`src/include/smrc_pkg.sv`:
```
package smrc_pkg;
  // Bus geometry
  localparam int ADDR_W = 32;
  localparam int DATA_W = 16;
  // Register byte addresses
  localparam logic [31:0] SMC_ADDR = 32'hFFFF0440;
  localparam logic [31:0] IRQ_STATUS_ADDR = 32'hFFFF0444;
  localparam logic [31:0] IRQ_CLEAR_ADDR = 32'hFFFF0448;
  localparam logic [31:0] IRQ_ENABLE_ADDR = 32'hFFFF044C;
  localparam logic [31:0] ROC_ADDR = 32'hFFFF0480;
  // Supply monitor control fields
  localparam int SMC_FLAG_BIT = 0;
  localparam int SMC_EN_BIT = 1;
  localparam int SMC_TRIP_BIT = 2;
  localparam int SMC_CMP_BIT = 3;
  localparam logic [15:0] SMC_RESET = 16'h0008;
  // Reference output control fields
  localparam int ROC_W = 8;
  localparam int ROC_1V2_BIT = 0;
  localparam int ROC_2V5_BIT = 1;
  localparam int ROC_BUF_BIT = 2;
  localparam logic [7:0] ROC_RESET = 8'h01;
  localparam logic [7:0] ROC_MASK = 8'h07;
  // Interrupt event layout
  localparam int EV_W = 4;
  localparam int EV_FLAG_SET = 0;
  localparam int EV_CMP_FALL = 1;
  localparam int EV_CMP_RISE = 2;
  localparam int EV_CLR_REFUSED = 3;
  localparam logic [3:0] IRQ_RESET = 4'h0;
  // Comparator idles high: supply good or monitor off
  localparam logic CMP_IDLE = 1'b1;
  typedef enum logic [1:0] {
    MON_OFF,
    MON_GOOD,
    MON_LOW,
    MON_HELD
  } smrc_mon_state_t;
endpackage : smrc_pkg

```
`src/include/smrc_irq_if.sv`:
```
`timescale 1ns/1ns
interface smrc_irq_if;
  import smrc_pkg::*;
  logic [EV_W-1:0] event_pulse;
  logic clear_wr;
  logic [EV_W-1:0] clear_mask;
  logic enable_wr;
  logic [EV_W-1:0] enable_data;
  logic [EV_W-1:0] status;
  logic [EV_W-1:0] enable;
  logic irq;
  modport producer (
    output event_pulse, clear_wr, clear_mask, enable_wr, enable_data,
    input status, enable, irq
  );
  modport collector (
    input event_pulse, clear_wr, clear_mask, enable_wr, enable_data,
    output status, enable, irq
  );
endinterface : smrc_irq_if

```
`src/design/smrc_sync.sv`:
```
`timescale 1ns/1ns
module smrc_sync (
  // Clock and reset
  input wire logic sys_clk,
  input wire logic rst_b,
  input wire logic ce,
  // Level crossing
  input wire logic async_in,
  output logic sync_out
);
  import smrc_pkg::*;
  logic stage1_reg;
  logic stage2_reg;
  // First stage feeds only the second stage
  always_ff @(posedge sys_clk or negedge rst_b) begin
    if (!rst_b) begin
      stage1_reg <= CMP_IDLE;
      stage2_reg <= CMP_IDLE;
    end else if (ce) begin
      stage1_reg <= async_in;
      stage2_reg <= stage1_reg;
    end
  end
  assign sync_out = stage2_reg;
endmodule : smrc_sync

```
`src/design/smrc_irq.sv`:
```
`timescale 1ns/1ns
module smrc_irq (
  // Clock and reset
  input wire logic sys_clk,
  input wire logic rst_b,
  input wire logic ce,
  // Event and register side
  smrc_irq_if.collector irq_bus
);
  import smrc_pkg::*;
  logic [EV_W-1:0] status_reg;
  logic [EV_W-1:0] status_next;
  logic [EV_W-1:0] enable_reg;
  logic irq_reg;
  genvar i;
  // Set beats clear so no event is lost
  generate
    for (i = 0; i < EV_W; i++) begin : g_bit
      assign status_next[i] = irq_bus.event_pulse[i] |
        (status_reg[i] & ~(irq_bus.clear_wr & irq_bus.clear_mask[i]));
    end
  endgenerate
  always_ff @(posedge sys_clk or negedge rst_b) begin
    if (!rst_b) begin
      status_reg <= IRQ_RESET;
    end else if (ce) begin
      status_reg <= status_next;
    end
  end
  always_ff @(posedge sys_clk or negedge rst_b) begin
    if (!rst_b) begin
      enable_reg <= IRQ_RESET;
    end else if (ce && irq_bus.enable_wr) begin
      enable_reg <= irq_bus.enable_data;
    end
  end
  // Registered from current state, one cycle behind status
  always_ff @(posedge sys_clk or negedge rst_b) begin
    if (!rst_b) begin
      irq_reg <= 1'b0;
    end else if (ce) begin
      irq_reg <= |(status_reg & enable_reg);
    end
  end
  assign irq_bus.status = status_reg;
  assign irq_bus.enable = enable_reg;
  assign irq_bus.irq = irq_reg;
endmodule : smrc_irq

```
`src/design/smrc_top.sv`:
```
// Behaviour
// RULE1 - Reference bit 2 drives both buffered reference outputs from 2.5 V.
// RULE2 - Reference bit 1 connects the 2.5 V reference to its pin.
// RULE3 - Reference bit 0 connects the 1.2 V reference to its pin.
// RULE4 - Reference control resets with only the 1.2 V enable set.
// RULE5 - Monitor bit 3 is read-only live comparator state.
// RULE6 - Status reads one when supply good or monitor off, else zero.
// RULE7 - Monitor bit 2 picks trip level: zero low level, one high level.
// RULE8 - Monitor bit 1 enables or disables the monitor circuit.
// RULE9 - Monitor bit 0 flag is set whenever comparator status is low.
// RULE10 - Writing one to bit 0 clears the flag once status is high.
// RULE11 - Writing zero to bit 0 leaves the flag alone.
// RULE12 - No clear delay; flag clearable the cycle status returns high.
// RULE13 - Flag goes out as the low-supply request to the interrupt core.
// RULE14 - Status still low keeps the flag; no new interrupt until high.
// RULE15 - Monitor control resets to status set, all else clear.
// RULE16 - Software keeps the monitor off during debug port use.
// RULE17 - Reserved bits read zero and ignore writes.
// RULE18 - Comparator output passes a two-stage synchronizer first.
//
// The implementer's own choice: the address-and-strobe port.
`timescale 1ns/1ns
module smrc_top (
  // Clock, reset, enable
  input wire logic sys_clk,
  input wire logic rst_b,
  input wire logic ce,
  // Register port
  input wire logic [smrc_pkg::ADDR_W-1:0] reg_addr,
  input wire logic [smrc_pkg::DATA_W-1:0] reg_wdata,
  input wire logic reg_wr,
  input wire logic reg_rd,
  output logic [smrc_pkg::DATA_W-1:0] reg_rdata,
  // Supply comparator
  input wire logic comparator_raw,
  output logic monitor_enable,
  output logic trip_level_select,
  // Reference switches
  output logic ref_2v5_out_en,
  output logic ref_1v2_out_en,
  output logic buffered_reference_out_a,
  output logic buffered_reference_out_b,
  // Interrupts
  output logic low_supply_req,
  output logic irq
);
  import smrc_pkg::*;

  // Register state
  logic [ROC_W-1:0] roc_reg;
  logic monitor_enable_reg;
  logic trip_level_reg;
  logic low_supply_flag_reg;
  logic low_supply_flag_next;
  logic [DATA_W-1:0] rdata_reg;
  logic [DATA_W-1:0] rdata_next;
  logic low_supply_req_reg;
  logic buf_a_reg;
  logic buf_b_reg;

  // Comparator path
  logic cmp_sync;
  logic comparator_status;
  logic comparator_status_prev_reg;
  logic cmp_fall;
  logic cmp_rise;

  // Decode
  logic hit_smc;
  logic hit_roc;
  logic hit_status;
  logic hit_clear;
  logic hit_enable;
  logic wr_smc;
  logic wr_roc;
  logic flag_clear_req;
  logic flag_clear_ok;

  // Monitor sequencing
  smrc_mon_state_t mon_state_reg;
  smrc_mon_state_t mon_state_next;
  logic [EV_W-1:0] events;

  smrc_irq_if irq_bus ();

  // Comparator arrives asynchronous to sys_clk
  smrc_sync u_cmp_sync ( // RULE18
    .sys_clk(sys_clk),
    .rst_b(rst_b),
    .ce(ce),
    .async_in(comparator_raw),
    .sync_out(cmp_sync)
  );

  smrc_irq u_irq (
    .sys_clk(sys_clk),
    .rst_b(rst_b),
    .ce(ce),
    .irq_bus(irq_bus)
  );

  // Address decode; full 32-bit compare, no aliasing
  assign hit_smc = (reg_addr == SMC_ADDR);
  assign hit_roc = (reg_addr == ROC_ADDR);
  assign hit_status = (reg_addr == IRQ_STATUS_ADDR);
  assign hit_clear = (reg_addr == IRQ_CLEAR_ADDR);
  assign hit_enable = (reg_addr == IRQ_ENABLE_ADDR);
  assign wr_smc = reg_wr && hit_smc;
  assign wr_roc = reg_wr && hit_roc;

  // Powered-down monitor reads as supply good, whatever the pin does
  assign comparator_status = monitor_enable_reg ? cmp_sync : CMP_IDLE; // RULE6

  assign cmp_fall = comparator_status_prev_reg && !comparator_status;
  assign cmp_rise = !comparator_status_prev_reg && comparator_status;

  // Only a one in bit 0 asks for a clear
  assign flag_clear_req = wr_smc && reg_wdata[SMC_FLAG_BIT]; // RULE11
  // Honoured at once while status is high, no hold-off
  assign flag_clear_ok = flag_clear_req && comparator_status; // RULE10 RULE12

  // Reference control register
  always_ff @(posedge sys_clk or negedge rst_b) begin
    if (!rst_b) begin
      roc_reg <= ROC_RESET; // RULE4
    end else if (ce && wr_roc) begin
      roc_reg <= reg_wdata[ROC_W-1:0] & ROC_MASK; // RULE17
    end
  end

  // Buffered outputs follow bit 2 together
  always_ff @(posedge sys_clk or negedge rst_b) begin
    if (!rst_b) begin
      buf_a_reg <= ROC_RESET[ROC_BUF_BIT];
      buf_b_reg <= ROC_RESET[ROC_BUF_BIT];
    end else if (ce && wr_roc) begin
      buf_a_reg <= reg_wdata[ROC_BUF_BIT]; // RULE1
      buf_b_reg <= reg_wdata[ROC_BUF_BIT]; // RULE1
    end
  end

  assign ref_2v5_out_en = roc_reg[ROC_2V5_BIT]; // RULE2
  assign ref_1v2_out_en = roc_reg[ROC_1V2_BIT]; // RULE3
  assign buffered_reference_out_a = buf_a_reg;
  assign buffered_reference_out_b = buf_b_reg;

  // Monitor enable; bit 3 is never written
  always_ff @(posedge sys_clk or negedge rst_b) begin
    if (!rst_b) begin
      monitor_enable_reg <= SMC_RESET[SMC_EN_BIT]; // RULE15
    end else if (ce && wr_smc) begin
      monitor_enable_reg <= reg_wdata[SMC_EN_BIT]; // RULE8 RULE5
    end
  end

  // Trip level select
  always_ff @(posedge sys_clk or negedge rst_b) begin
    if (!rst_b) begin
      trip_level_reg <= SMC_RESET[SMC_TRIP_BIT]; // RULE15
    end else if (ce && wr_smc) begin
      trip_level_reg <= reg_wdata[SMC_TRIP_BIT]; // RULE7
    end
  end

  assign monitor_enable = monitor_enable_reg;
  assign trip_level_select = trip_level_reg;

  // Low status keeps the flag up; clear cannot win while low
  always_comb begin
    low_supply_flag_next = low_supply_flag_reg;
    if (!comparator_status) begin
      low_supply_flag_next = 1'b1; // RULE9 RULE14
    end else if (flag_clear_ok) begin
      low_supply_flag_next = 1'b0; // RULE10
    end
  end

  always_ff @(posedge sys_clk or negedge rst_b) begin
    if (!rst_b) begin
      low_supply_flag_reg <= SMC_RESET[SMC_FLAG_BIT]; // RULE15
    end else if (ce) begin
      low_supply_flag_reg <= low_supply_flag_next;
    end
  end

  // Level request to the interrupt core; its enables sit there
  always_ff @(posedge sys_clk or negedge rst_b) begin
    if (!rst_b) begin
      low_supply_req_reg <= 1'b0;
    end else if (ce) begin
      low_supply_req_reg <= low_supply_flag_next; // RULE13
    end
  end
  assign low_supply_req = low_supply_req_reg;

  // Edge history of the live status
  always_ff @(posedge sys_clk or negedge rst_b) begin
    if (!rst_b) begin
      comparator_status_prev_reg <= CMP_IDLE;
    end else if (ce) begin
      comparator_status_prev_reg <= comparator_status;
    end
  end

  // Monitor sequencing: tracks where a low-supply episode stands
  always_comb begin
    mon_state_next = mon_state_reg;
    case (mon_state_reg)
      MON_OFF: begin
        if (monitor_enable_reg) begin
          mon_state_next = comparator_status ? MON_GOOD : MON_LOW;
        end
      end
      MON_GOOD: begin
        if (!comparator_status) begin
          mon_state_next = MON_LOW;
        end else if (!monitor_enable_reg) begin
          mon_state_next = MON_OFF;
        end
      end
      MON_LOW: begin
        // Flag pinned until status is back high
        if (comparator_status) begin
          mon_state_next = MON_HELD; // RULE14
        end
      end
      MON_HELD: begin
        if (!comparator_status) begin
          mon_state_next = MON_LOW;
        end else if (flag_clear_ok || !low_supply_flag_reg) begin
          mon_state_next = monitor_enable_reg ? MON_GOOD : MON_OFF;
        end
      end
      default: begin
        mon_state_next = MON_OFF;
      end
    endcase
  end

  always_ff @(posedge sys_clk or negedge rst_b) begin
    if (!rst_b) begin
      mon_state_reg <= MON_OFF;
    end else if (ce) begin
      mon_state_reg <= mon_state_next;
    end
  end

  // Event pulses into the sticky status bits
  always_comb begin
    events = IRQ_RESET;
    events[EV_FLAG_SET] = low_supply_flag_next && !low_supply_flag_reg;
    events[EV_CMP_FALL] = cmp_fall;
    events[EV_CMP_RISE] = cmp_rise;
    // Software tried to clear too early; useful to catch a short ISR
    events[EV_CLR_REFUSED] = flag_clear_req && !comparator_status;
  end

  // Events are held off while frozen so none fire twice
  assign irq_bus.event_pulse = ce ? events : IRQ_RESET;
  assign irq_bus.clear_wr = reg_wr && hit_clear;
  assign irq_bus.clear_mask = reg_wdata[EV_W-1:0];
  assign irq_bus.enable_wr = reg_wr && hit_enable;
  assign irq_bus.enable_data = reg_wdata[EV_W-1:0];
  assign irq = irq_bus.irq;

  // Read mux; unmapped and write-only addresses read zero
  always_comb begin
    rdata_next = '0;
    if (reg_rd) begin
      if (hit_smc) begin
        rdata_next[SMC_FLAG_BIT] = low_supply_flag_reg;
        rdata_next[SMC_EN_BIT] = monitor_enable_reg;
        rdata_next[SMC_TRIP_BIT] = trip_level_reg;
        rdata_next[SMC_CMP_BIT] = comparator_status; // RULE5 RULE17
      end else if (hit_roc) begin
        rdata_next[ROC_W-1:0] = roc_reg; // RULE17
      end else if (hit_status) begin
        rdata_next[EV_W-1:0] = irq_bus.status;
      end else if (hit_enable) begin
        rdata_next[EV_W-1:0] = irq_bus.enable;
      end
    end
  end

  // Data stand for one cycle only, zero otherwise
  always_ff @(posedge sys_clk or negedge rst_b) begin
    if (!rst_b) begin
      rdata_reg <= '0;
    end else if (ce) begin
      rdata_reg <= rdata_next;
    end
  end
  assign reg_rdata = rdata_reg;

endmodule : smrc_top

```
`config.mk`:
```
export PLATFORM = sky130hd
export DESIGN_NAME = smrc_top
export DESIGN_NICKNAME = d
export VERILOG_FILES = /design/src/include/smrc_pkg.sv /design/src/include/smrc_irq_if.sv /design/src/design/smrc_sync.sv /design/src/design/smrc_irq.sv /design/src/design/smrc_top.sv
export SDC_FILE = /design/constraint.sdc
export NUM_CORES = 1
export LEC_CHECK = 0
export BUFFER_PORTS_ARGS = -buffer_cell sky130_fd_sc_hd__buf_4
export CORE_ASPECT_RATIO = 1.2
export CORE_MARGIN = 10
export CORE_UTILIZATION = 44
export CTS_CLUSTER_SIZE = 25
export DETAILED_ROUTE_END_ITERATION = 8
export HOLD_SLACK_MARGIN = 0.1
export PLACE_DENSITY = 0.88
export SLEW_MARGIN = 20
export SYNTH_ARGS = -nofsm -noshare
export SYNTH_HDL_FRONTEND = slang
export SYNTH_HIERARCHICAL = 1
export SYNTH_SLANG_ARGS = --single-unit
export TNS_END_PERCENT = 100
```
`constraint.sdc`:
```
create_clock -name sys_clk -period 1.4 [get_ports sys_clk]
set_input_delay 0.14 -clock sys_clk [delete_from_list [all_inputs] [get_ports sys_clk]]
set_output_delay 0.14 -clock sys_clk [all_outputs]
set_load 0.005 [all_outputs]
```
## After elaboration in Yosys (flattened, before gate mapping)

Cells that the tools add are included.

| cells by class | value |
|---|---|
| eq/ne operators | 5 |
| muxes and demuxes | 9 |
| bitwise logic cells | 17 |
| reduce and logical (&&, ||, !) cells | 17 |

Operators by type and width:

| operator | number |
|---|---|
| == test 32 bit (second input constant) | 5 |
| two-way mux 4 bit | 6 |
| logical AND 1 bit | 13 |
| AND 1 bit | 8 |
| AND 4 bit | 1 |
| NOT 1 bit | 4 |
| bitwise OR 1 bit | 4 |
| OR reduction 4 bit | 1 |
| logical NOT 1 bit | 3 |
| two-way mux 1 bit | 3 |

| word-level totals | value |
|---|---|
| register bits after elaboration | 27 |
| input bits | 54 |
| output and inout bits | 24 |
| logic and storage cells | 60 |

## Longest topological paths before layout

Gate-level depths: netlist of run 1.

| logic depth | value |
|---|---|
| word-level depth | 9 |
| depth in mapped cells | 6 |
| gate-level depth less buffers | 6 |

## Modules after synthesis

The synthesis of run 1 kept the hierarchy.

By module, submodules not included:

| module | times used | cells an instance | area an instance (um2) | sequential area each (um2) |
|---|---|---|---|---|
| smrc_top | 1 | 97 | 928.4 | 277.8 |
| smrc_irq | 1 | 27 | 382.9 | 225.2 |
| smrc_sync | 1 | 4 | 75.1 | 52.6 |

## Least setup slack after synthesis of run 1

OpenSTA, ideal clock, no wires.

| path | value |
|---|---|
| path kind | in2reg |
| start point | in reg_addr[9] in the netlist's numbering |
| end point | reg u_irq.enable_reg[0] (netlist: u_irq/irq_bus.enable[0]) |
| arrival time | 1.948 ns |
| required time | 1.275 ns |
| slack | -0.673 ns |
| cell stages on the path | 6 |
| path buffers | 0 |
| cells stage by stage | or4b_4 nor4_4 nand2_1 nor4_1 nand2_2 mux2_4 |

| on the way | value |
|---|---|
| cells in the longest elaborated chain, start to end | 3 |

Ends and longest elaborated chain:

| item | line | text |
|---|---|---|
| from (decl) | smrc_top.sv:29 | `input wire logic [smrc_pkg::ADDR_W-1:0] reg_addr,` |
| == test 32 bit | smrc_top.sv:107 | `assign hit_enable = (reg_addr == IRQ_ENABLE_ADDR);` |
| logical AND 1 bit | smrc_top.sv:262 | `assign irq_bus.enable_wr = reg_wr && hit_enable;` |
| named net irq_bus.enable_wr | smrc_irq_if.sv:7 | `logic enable_wr;` |
| logical AND 1 bit | smrc_irq.sv:33 | `end else if (ce && irq_bus.enable_wr) begin` |
| to (signal assigned) | smrc_irq.sv:34 | `enable_reg <= irq_bus.enable_data;` |
| to (decl) | smrc_irq.sv:13 | `logic [EV_W-1:0] enable_reg;` |

The timed path passes the listed nets, and every way through them passes these cells.
A chain may end at the register's enable or synchronous reset.

## Worst setup path in the final report of run 1

| path | value |
|---|---|
| start point | in reg_addr[9] in the netlist's numbering |
| end point | reg u_irq.status_reg[3] (netlist: u_irq/irq_bus.status[3]) |

| on the way | value |
|---|---|
| cells in the longest elaborated chain, start to end | 6 |
| elaborated cells between the ends (all ways) | 11 |

Ends and longest elaborated chain:

| item | line | text |
|---|---|---|
| == test 32 bit | smrc_top.sv:106 | `assign hit_clear = (reg_addr == IRQ_CLEAR_ADDR);` |
| logical AND 1 bit | smrc_top.sv:260 | `assign irq_bus.clear_wr = reg_wr && hit_clear;` |
| named net irq_bus.clear_wr | smrc_irq_if.sv:5 | `logic clear_wr;` |
| AND 1 bit | smrc_irq.sv:20 | `(status_reg[i] & ~(irq_bus.clear_wr & irq_bus.clear_mask[i]));` |
| NOT 1 bit | smrc_irq.sv:20 |  |
| AND 1 bit | smrc_irq.sv:20 |  |
| bitwise OR 1 bit | smrc_irq.sv:19 | `assign status_next[i] = irq_bus.event_pulse[i] \|` |
| to (signal assigned) | smrc_irq.sv:27 | `status_reg <= status_next;` |
| to (decl) | smrc_irq.sv:11 | `logic [EV_W-1:0] status_reg;` |

The timed path passes the listed nets, and every way through them passes these cells.

==> flow_metrics.tcl, run 1 <==
set metrics [dict create \
    synth_most_common_cell "dfrtp_1" \
    antenna_left 0 \
    ys_seq_area_frac 0.401 \
    cpLargestDelayFamily "simple AND/OR/NAND/NOR gates" \
    synth_edf_count 0 \
    failed_checks "setup timing" \
    final_cell_count_no_fill 236 \
    required_ns 1.61 \
    r2r-start "u_cmp_sync/sync_out$_DFFE_PN1P_" \
    die_h_um 81.5 \
    status "complete, but fails checks" \
    core_area_mm2 0.00306 \
    postSynthCellCount 128 \
    gp_congestion 0.846 \
    post_cts_buffers 0 \
    crit_path_end "u_irq/irq_bus.status[3]$_DFFE_PN0P_" \
    timing.hold.ws_ns 0.172 \
    io_buffer_count 53 \
    pwr-share-clk 0.281 \
    hold_class "input port to register" \
    grt_max_degree 23 \
    finalSetupViolations 8 \
    diodes 0 \
    grt_overflow 0 \
    r2r.worst_path.cells 4 \
    timing.final.ws_setup_ns -0.133 \
    critPathBufInv 2 \
    fin_area_mm2 0.00203 \
    dpl.cell_count 224 \
    period_share 1.10 \
    wl_per_cell_um 16.8 \
    regArea_um2 556 \
    fmax_mhz 652 \
    critPathLaunch "reg_addr[9]" \
    r2r_end "reg_rdata[3]$_DFFE_PN0P_" \
    via_count 1279 \
    hold_violations 0 \
    grt_pass1_vias 1435 \
    holdCritStartpoint "ce" \
    ys_top_cells_by_area "dfrtp_1 (32%), dfstp_2 (7.6%), buf_4 (7.0%), mux2_2 (4.9%), mux2_4 (4.3%)" \
    synth.largest_area_cell "dfrtp_1" \
    yosysUniqueCellTypes 45 \
    io_pins 78 \
    synthFlopType "dfrtp_1" \
    numCtsBuffers 3 \
    p_comb_frac 0.189 \
    drc_errors 0 \
    dr.first_iter.drc_count 36 \
    synth_warnings 6 \
    nets 255 \
    rsz0062_at_grt "true" \
    routed_wl_um 3960 \
    fin_worst_skew_ns 0.00178 \
    clkTransAtPathRegs_ns 0.12 \
    slowest_delay_ns 0.54 \
    cts_tree "built" \
    period_minus_slack_ns 1.53 \
    fill_cells 225 \
    drv_slew 0 \
    hpwlAfterDp_um 3290 \
    die_area_mm2 0.00581 \
    syn_area_per_cell_um2 10.8 \
    yosysTopAreaCellShare 0.325 \
    drive_gt1_frac 0.505 \
    crit_type "input port to register" \
    p_per_area_mw_per_mm2 613 \
    synthTopCellsByCount "dfrtp_1 (18), buf_4 (13), nand2_1 (8), mux2_2 (6), nand4_1 (6)" \
    worstPathMaxFanout 4 \
    switchingPower_mw 0.297 \
    setup_tns_ns -0.911 \
    dieWidth_um 71.2 \
    switching_share 0.239 \
    crit_path_cell_trace "buf_6 -> or4b_4 -> nor4_4 -> nand2_2 -> buf_6 -> nor4_4 -> nand3_1 -> a22o_1" \
    finalPower_mw 1.24 \
    grtUsageTotal 0.135 \
    clockBufferDepth 2 \
    htreeDepth 1 \
    power_leakage_nw 0.975 \
    synthArstFlopShare 1.00 \
    avgViaCountPerCell 5.42 \
    yosys_register_bits 22 \
    synth_area_mm2 0.00139 \
    intPower_mw 0.946 \
    rows 22 \
    grt_pass1_wl_um 6440 \
    cp_num_cells 8 \
    p_seq_frac 0.531 \
    initial_utilization 0.454 \
    worst_setup_path_start_kind "input port" \
    cts_sinks 22 \
    reg2reg_slack_ns 0.07 \
    cp.arrival_ns 1.74 \
    drv_cap 0 \
    peakVddDrop_mv 0.454 \
    drt_first_pass_iters 4 \
    root_buffer "clkbuf_4" \
    insertion_delay_ns 0.31 \
    antenna_found_initial 0 \
    critical_path.endpoint_type "register" \
    placed_area_mm2 0.00188 \
    area_growth_pct 46.3 \
    multi_input_area_um2 793 \
    cpMaxStageDelayCell "or4b_4" \
]
[cell type report]
cell class                 count  area share
sequential                    22       0.274
inverter                       1     0.00185
multi-input combinational     99       0.391
tap                           36      0.0222
timing repair buffer          74       0.293
clock buffer                   4      0.0179
[metal layers]
layer | up-vias | track usage | routed length [um] | share of wire
met1 | 615 | 0.143 | 1470 | 0.37
met2 | 56 | 0.244 | 2100 | 0.53
li1 | 600 | - | - | -
met3 | 8 | 0.0434 | 303 | 0.077
met5 | - | 0 | 0 | 0
met4 | 0 | 0.0504 | 76 | 0.019
[worst min-delay path by stage]
stage	to	depth (start not counted)	slack, ns
after floorplan	buffered_reference_out_b$_DFFE_PN0P_	0	-0.16
after global placement	u_irq/irq_bus.irq$_DFFE_PN0P_	1	0.03
after detailed placement	u_irq/irq_bus.status[0]$_DFFE_PN0P_	1	0.05
after CTS	u_irq/irq_bus.enable[0]$_DFFE_PN0P_	2	0.10
after global routing	comparator_status_prev_reg$_DFFE_PN1P_	3	0.16
final	comparator_status_prev_reg$_DFFE_PN1P_	2	0.17
[timing repair]
item / CTS / global route
hold endpoints to repair: 26 / 7
pin swaps: 6 / 3
hold buffers: 4 / 4
setup endpoints to repair: 10 / 14
gates resized for setup: 6 / 1
[cell usage in the layout, fill, tap and decap left out, types with 3 or more instances in the layout]
cell           synthesis  final
buf_4                 13     61
mux2_2                 6      6
a22o_1                 5      5
mux2i_1                4      4
nor4_4                 2      4
nand3_1                5      5
nor2_1                 5      5
nor2b_1                3      3
dfrtp_1               18     18
buf_6                  2      5
mux2_4                 4      5
dfstp_2                4      4
clkbuf_4               0      3
conb_1                 1     12
nand4_1                6      6
dlygate4sd3_1          0      8
nand2_1                8      7
a21oi_1                3      3
o22a_1                 4      4
[power by group through the flow]
stage	registers, mW	logic [mW]	clock network (mW)
finish	0.660	0.235	0.349
global route	0.662	0.257	0.392
CTS	0.660	0.225	0.365
detailed placement	0.672	0.212	0
global placement	0.671	0.205	0
floorplan	0.670	0.0956	0
[cell families after synthesis]
logic type / Yosys count / synth area share
compound gates: 21 / 0.121
buf+inv: 18 / 0.0957
flops: 22 / 0.401
mux: 15 / 0.129
other cells: 1 / 0.00270
simple gates: 51 / 0.251
[metrics by stage]
stage                util  worst slack (ns)
floorplan               -            -0.445
global placement    0.615            -0.410
detailed placement  0.615            -0.466
CTS                 0.648            -0.111
global route        0.664            -0.223
finish              0.664            -0.133
(Power assumes the default switching activity.)
==> run 2, diff against run 1 <==
--- a/constraint.sdc
+++ b/constraint.sdc
@@ -3,2 +3,2 @@
 set_output_delay 0.14 -clock sys_clk [all_outputs]
-set_load 0.005 [all_outputs]
+set_load 0.05 [all_outputs]
==> run 2 against run 1 <==
The flow still finishes with violations (setup timing). Total power grew 17%. Sequential share of layout area shrank 0.17 points. Setup slack worse by 0.020 ns. Via count increased by 3.8%. Combinational power grew 31%. Non-clock buffer count is 1 lower. Die area unchanged. Largest cell class unchanged.
==> flow_metrics.tcl, run 2 (synthesis gave the netlist of run 1 again) <==
set metrics [dict create \
    status "complete, but fails checks" \
    failed_checks "setup timing" \
    rows 22 \
    regArea_um2 557 \
    worst_setup_path_start_kind "input port" \
    diodes 0 \
    cp.arrival_ns 1.76 \
    io_buffer_count 53 \
    grt_max_degree 23 \
    final_common_cell "buf_4" \
    nets 254 \
    insertion_delay_ns 0.31 \
    gp_congestion 0.855 \
    dieWidth_um 71.2 \
    core_area_mm2 0.00306 \
    die_h_um 81.5 \
    grt_overflow 0 \
    power_leakage_nw 0.977 \
    hold_class "input port to register" \
    p_per_area_mw_per_mm2 710 \
    crit_type "input port to register" \
    routed_wl_um 4230 \
    cts_sinks 22 \
    clkTransAtPathRegs_ns 0.13 \
    drv_cap 0 \
    critical_path.endpoint_type "register" \
    initial_utilization 0.454 \
    fin_worst_skew_ns 0.00634 \
    drv_slew 0 \
    root_buffer "clkbuf_4" \
    cts_tree "built" \
    antenna_left 0 \
    finalPower_mw 1.45 \
    rsz0062_at_grt "true" \
    grt_pass1_vias 1441 \
    dr.first_iter.drc_count 51 \
    area_growth_pct 47.6 \
    hold_violations 0 \
    timing.final.ws_setup_ns -0.153 \
    final_cell_mix "buf_4 (61), dfrtp_1 (17), conb_1 (12)" \
    via_count 1328 \
    io_pins 78 \
    required_ns 1.61 \
    drive_gt1_frac 0.523 \
    drc_errors 0 \
    antenna_found_initial 0 \
    placed_area_mm2 0.00187 \
    period_minus_slack_ns 1.55 \
    fill_cells 229 \
    avgViaCountPerCell 5.65 \
    htreeDepth 1 \
    fmax_mhz 644 \
    period_share 1.11 \
    finalSetupViolations 8 \
    multi_input_area_um2 803 \
    numCtsBuffers 3 \
    drt_first_pass_iters 4 \
    wl_per_cell_um 18.0 \
    worstPathMaxFanout 4 \
    peakVddDrop_mv 0.525 \
    die_area_mm2 0.00581 \
    hpwlAfterDp_um 3380 \
    grtUsageTotal 0.134 \
    grt_pass1_wl_um 6420 \
    clockBufferDepth 2 \
    fin_area_mm2 0.00205 \
]
==> run 2: area by class of cell <==
cell class                      instances  share of cell area
Timing Repair Buffer                   73               0.286
Clock buffer                            3              0.0110
Clock inverter                          1              0.0147
Sequential cell                        22               0.272
Inverter                                1             0.00183
Tap cell                               36              0.0220
Multi-Input combinational cell         99               0.393
==> run 2: timing repair <==
| item | CTS | global route |
|---|---|---|
| setup endpoints to repair | 12 | 14 |
| pin swaps | 7 | 4 |
| gates cloned | 0 | 0 |
| hold buffers | 4 | 3 |
| resized for setup | 6 | 3 |
| hold endpoints to repair | 25 | 3 |
| setup buffers | 1 | 0 |
==> run 2: critical path: stages <==
cell and delay (ns):
buf_6 0.09, or4b_4 0.53, nor4_4 0.18, nand2_2 0.12, buf_6 0.14, nor4_4 0.21
nand3_1 0.12, a22o_1 0.22
==> run 2: final timing paths <==
check / start / to / slack [ns] / depth (start not counted)
worst max-delay path: reg_addr[9] / u_irq/irq_bus.status[3]$_DFFE_PN0P_ / -0.15 / 8
worst min-delay path: reg_wdata[1] / u_irq/irq_bus.enable[1]$_DFFE_PN0P_ / 0.12 / 2
worst max register to register: u_cmp_sync/sync_out$_DFFE_PN1P_ / reg_rdata[3]$_DFFE_PN0P_ / 0.02 / 4
worst min register to register: reg_rdata[0]$_DFFE_PN0P_ / reg_rdata[0]$_DFFE_PN0P_ / 0.52 / 2
max in group asynchronous: rst_b / roc_reg[0]$_DFFE_PN1P_ / 0.87 / 2
min in group asynchronous: rst_b / u_irq/irq_bus.status[0]$_DFFE_PN0P_ / 0.24 / 2
==> run 2: where the power goes <==
group / leakage, nW / switching [mW] / internal (mW)
Combinational: 0.660 / 0.174 / 0.134
Clock: 0.0279 / 0.194 / 0.289
Sequential: 0.288 / 0.00789 / 0.653
==> run 2: per-stage QoR <==
stage	hold slack, ns	util	setup WS (ns)	std cells	setup TNS (ns)
detailed placement	0.0420	0.613	-0.474	223	-6.68
floorplan	-0.156	-	-0.445	139	-4.15
global route	0.101	0.670	-0.207	235	-1.57
CTS	0.104	0.654	-0.129	232	-0.901
finish	0.116	0.670	-0.153	235	-0.975
global placement	0.0359	0.613	-0.411	223	-6.07
==> run 2: layer usage <==
metal,wire length (um),global-route usage
met1,1540,0.135
met2,2180,0.235
met3,400,0.0591
met4,102,0.0601
met5,0,0
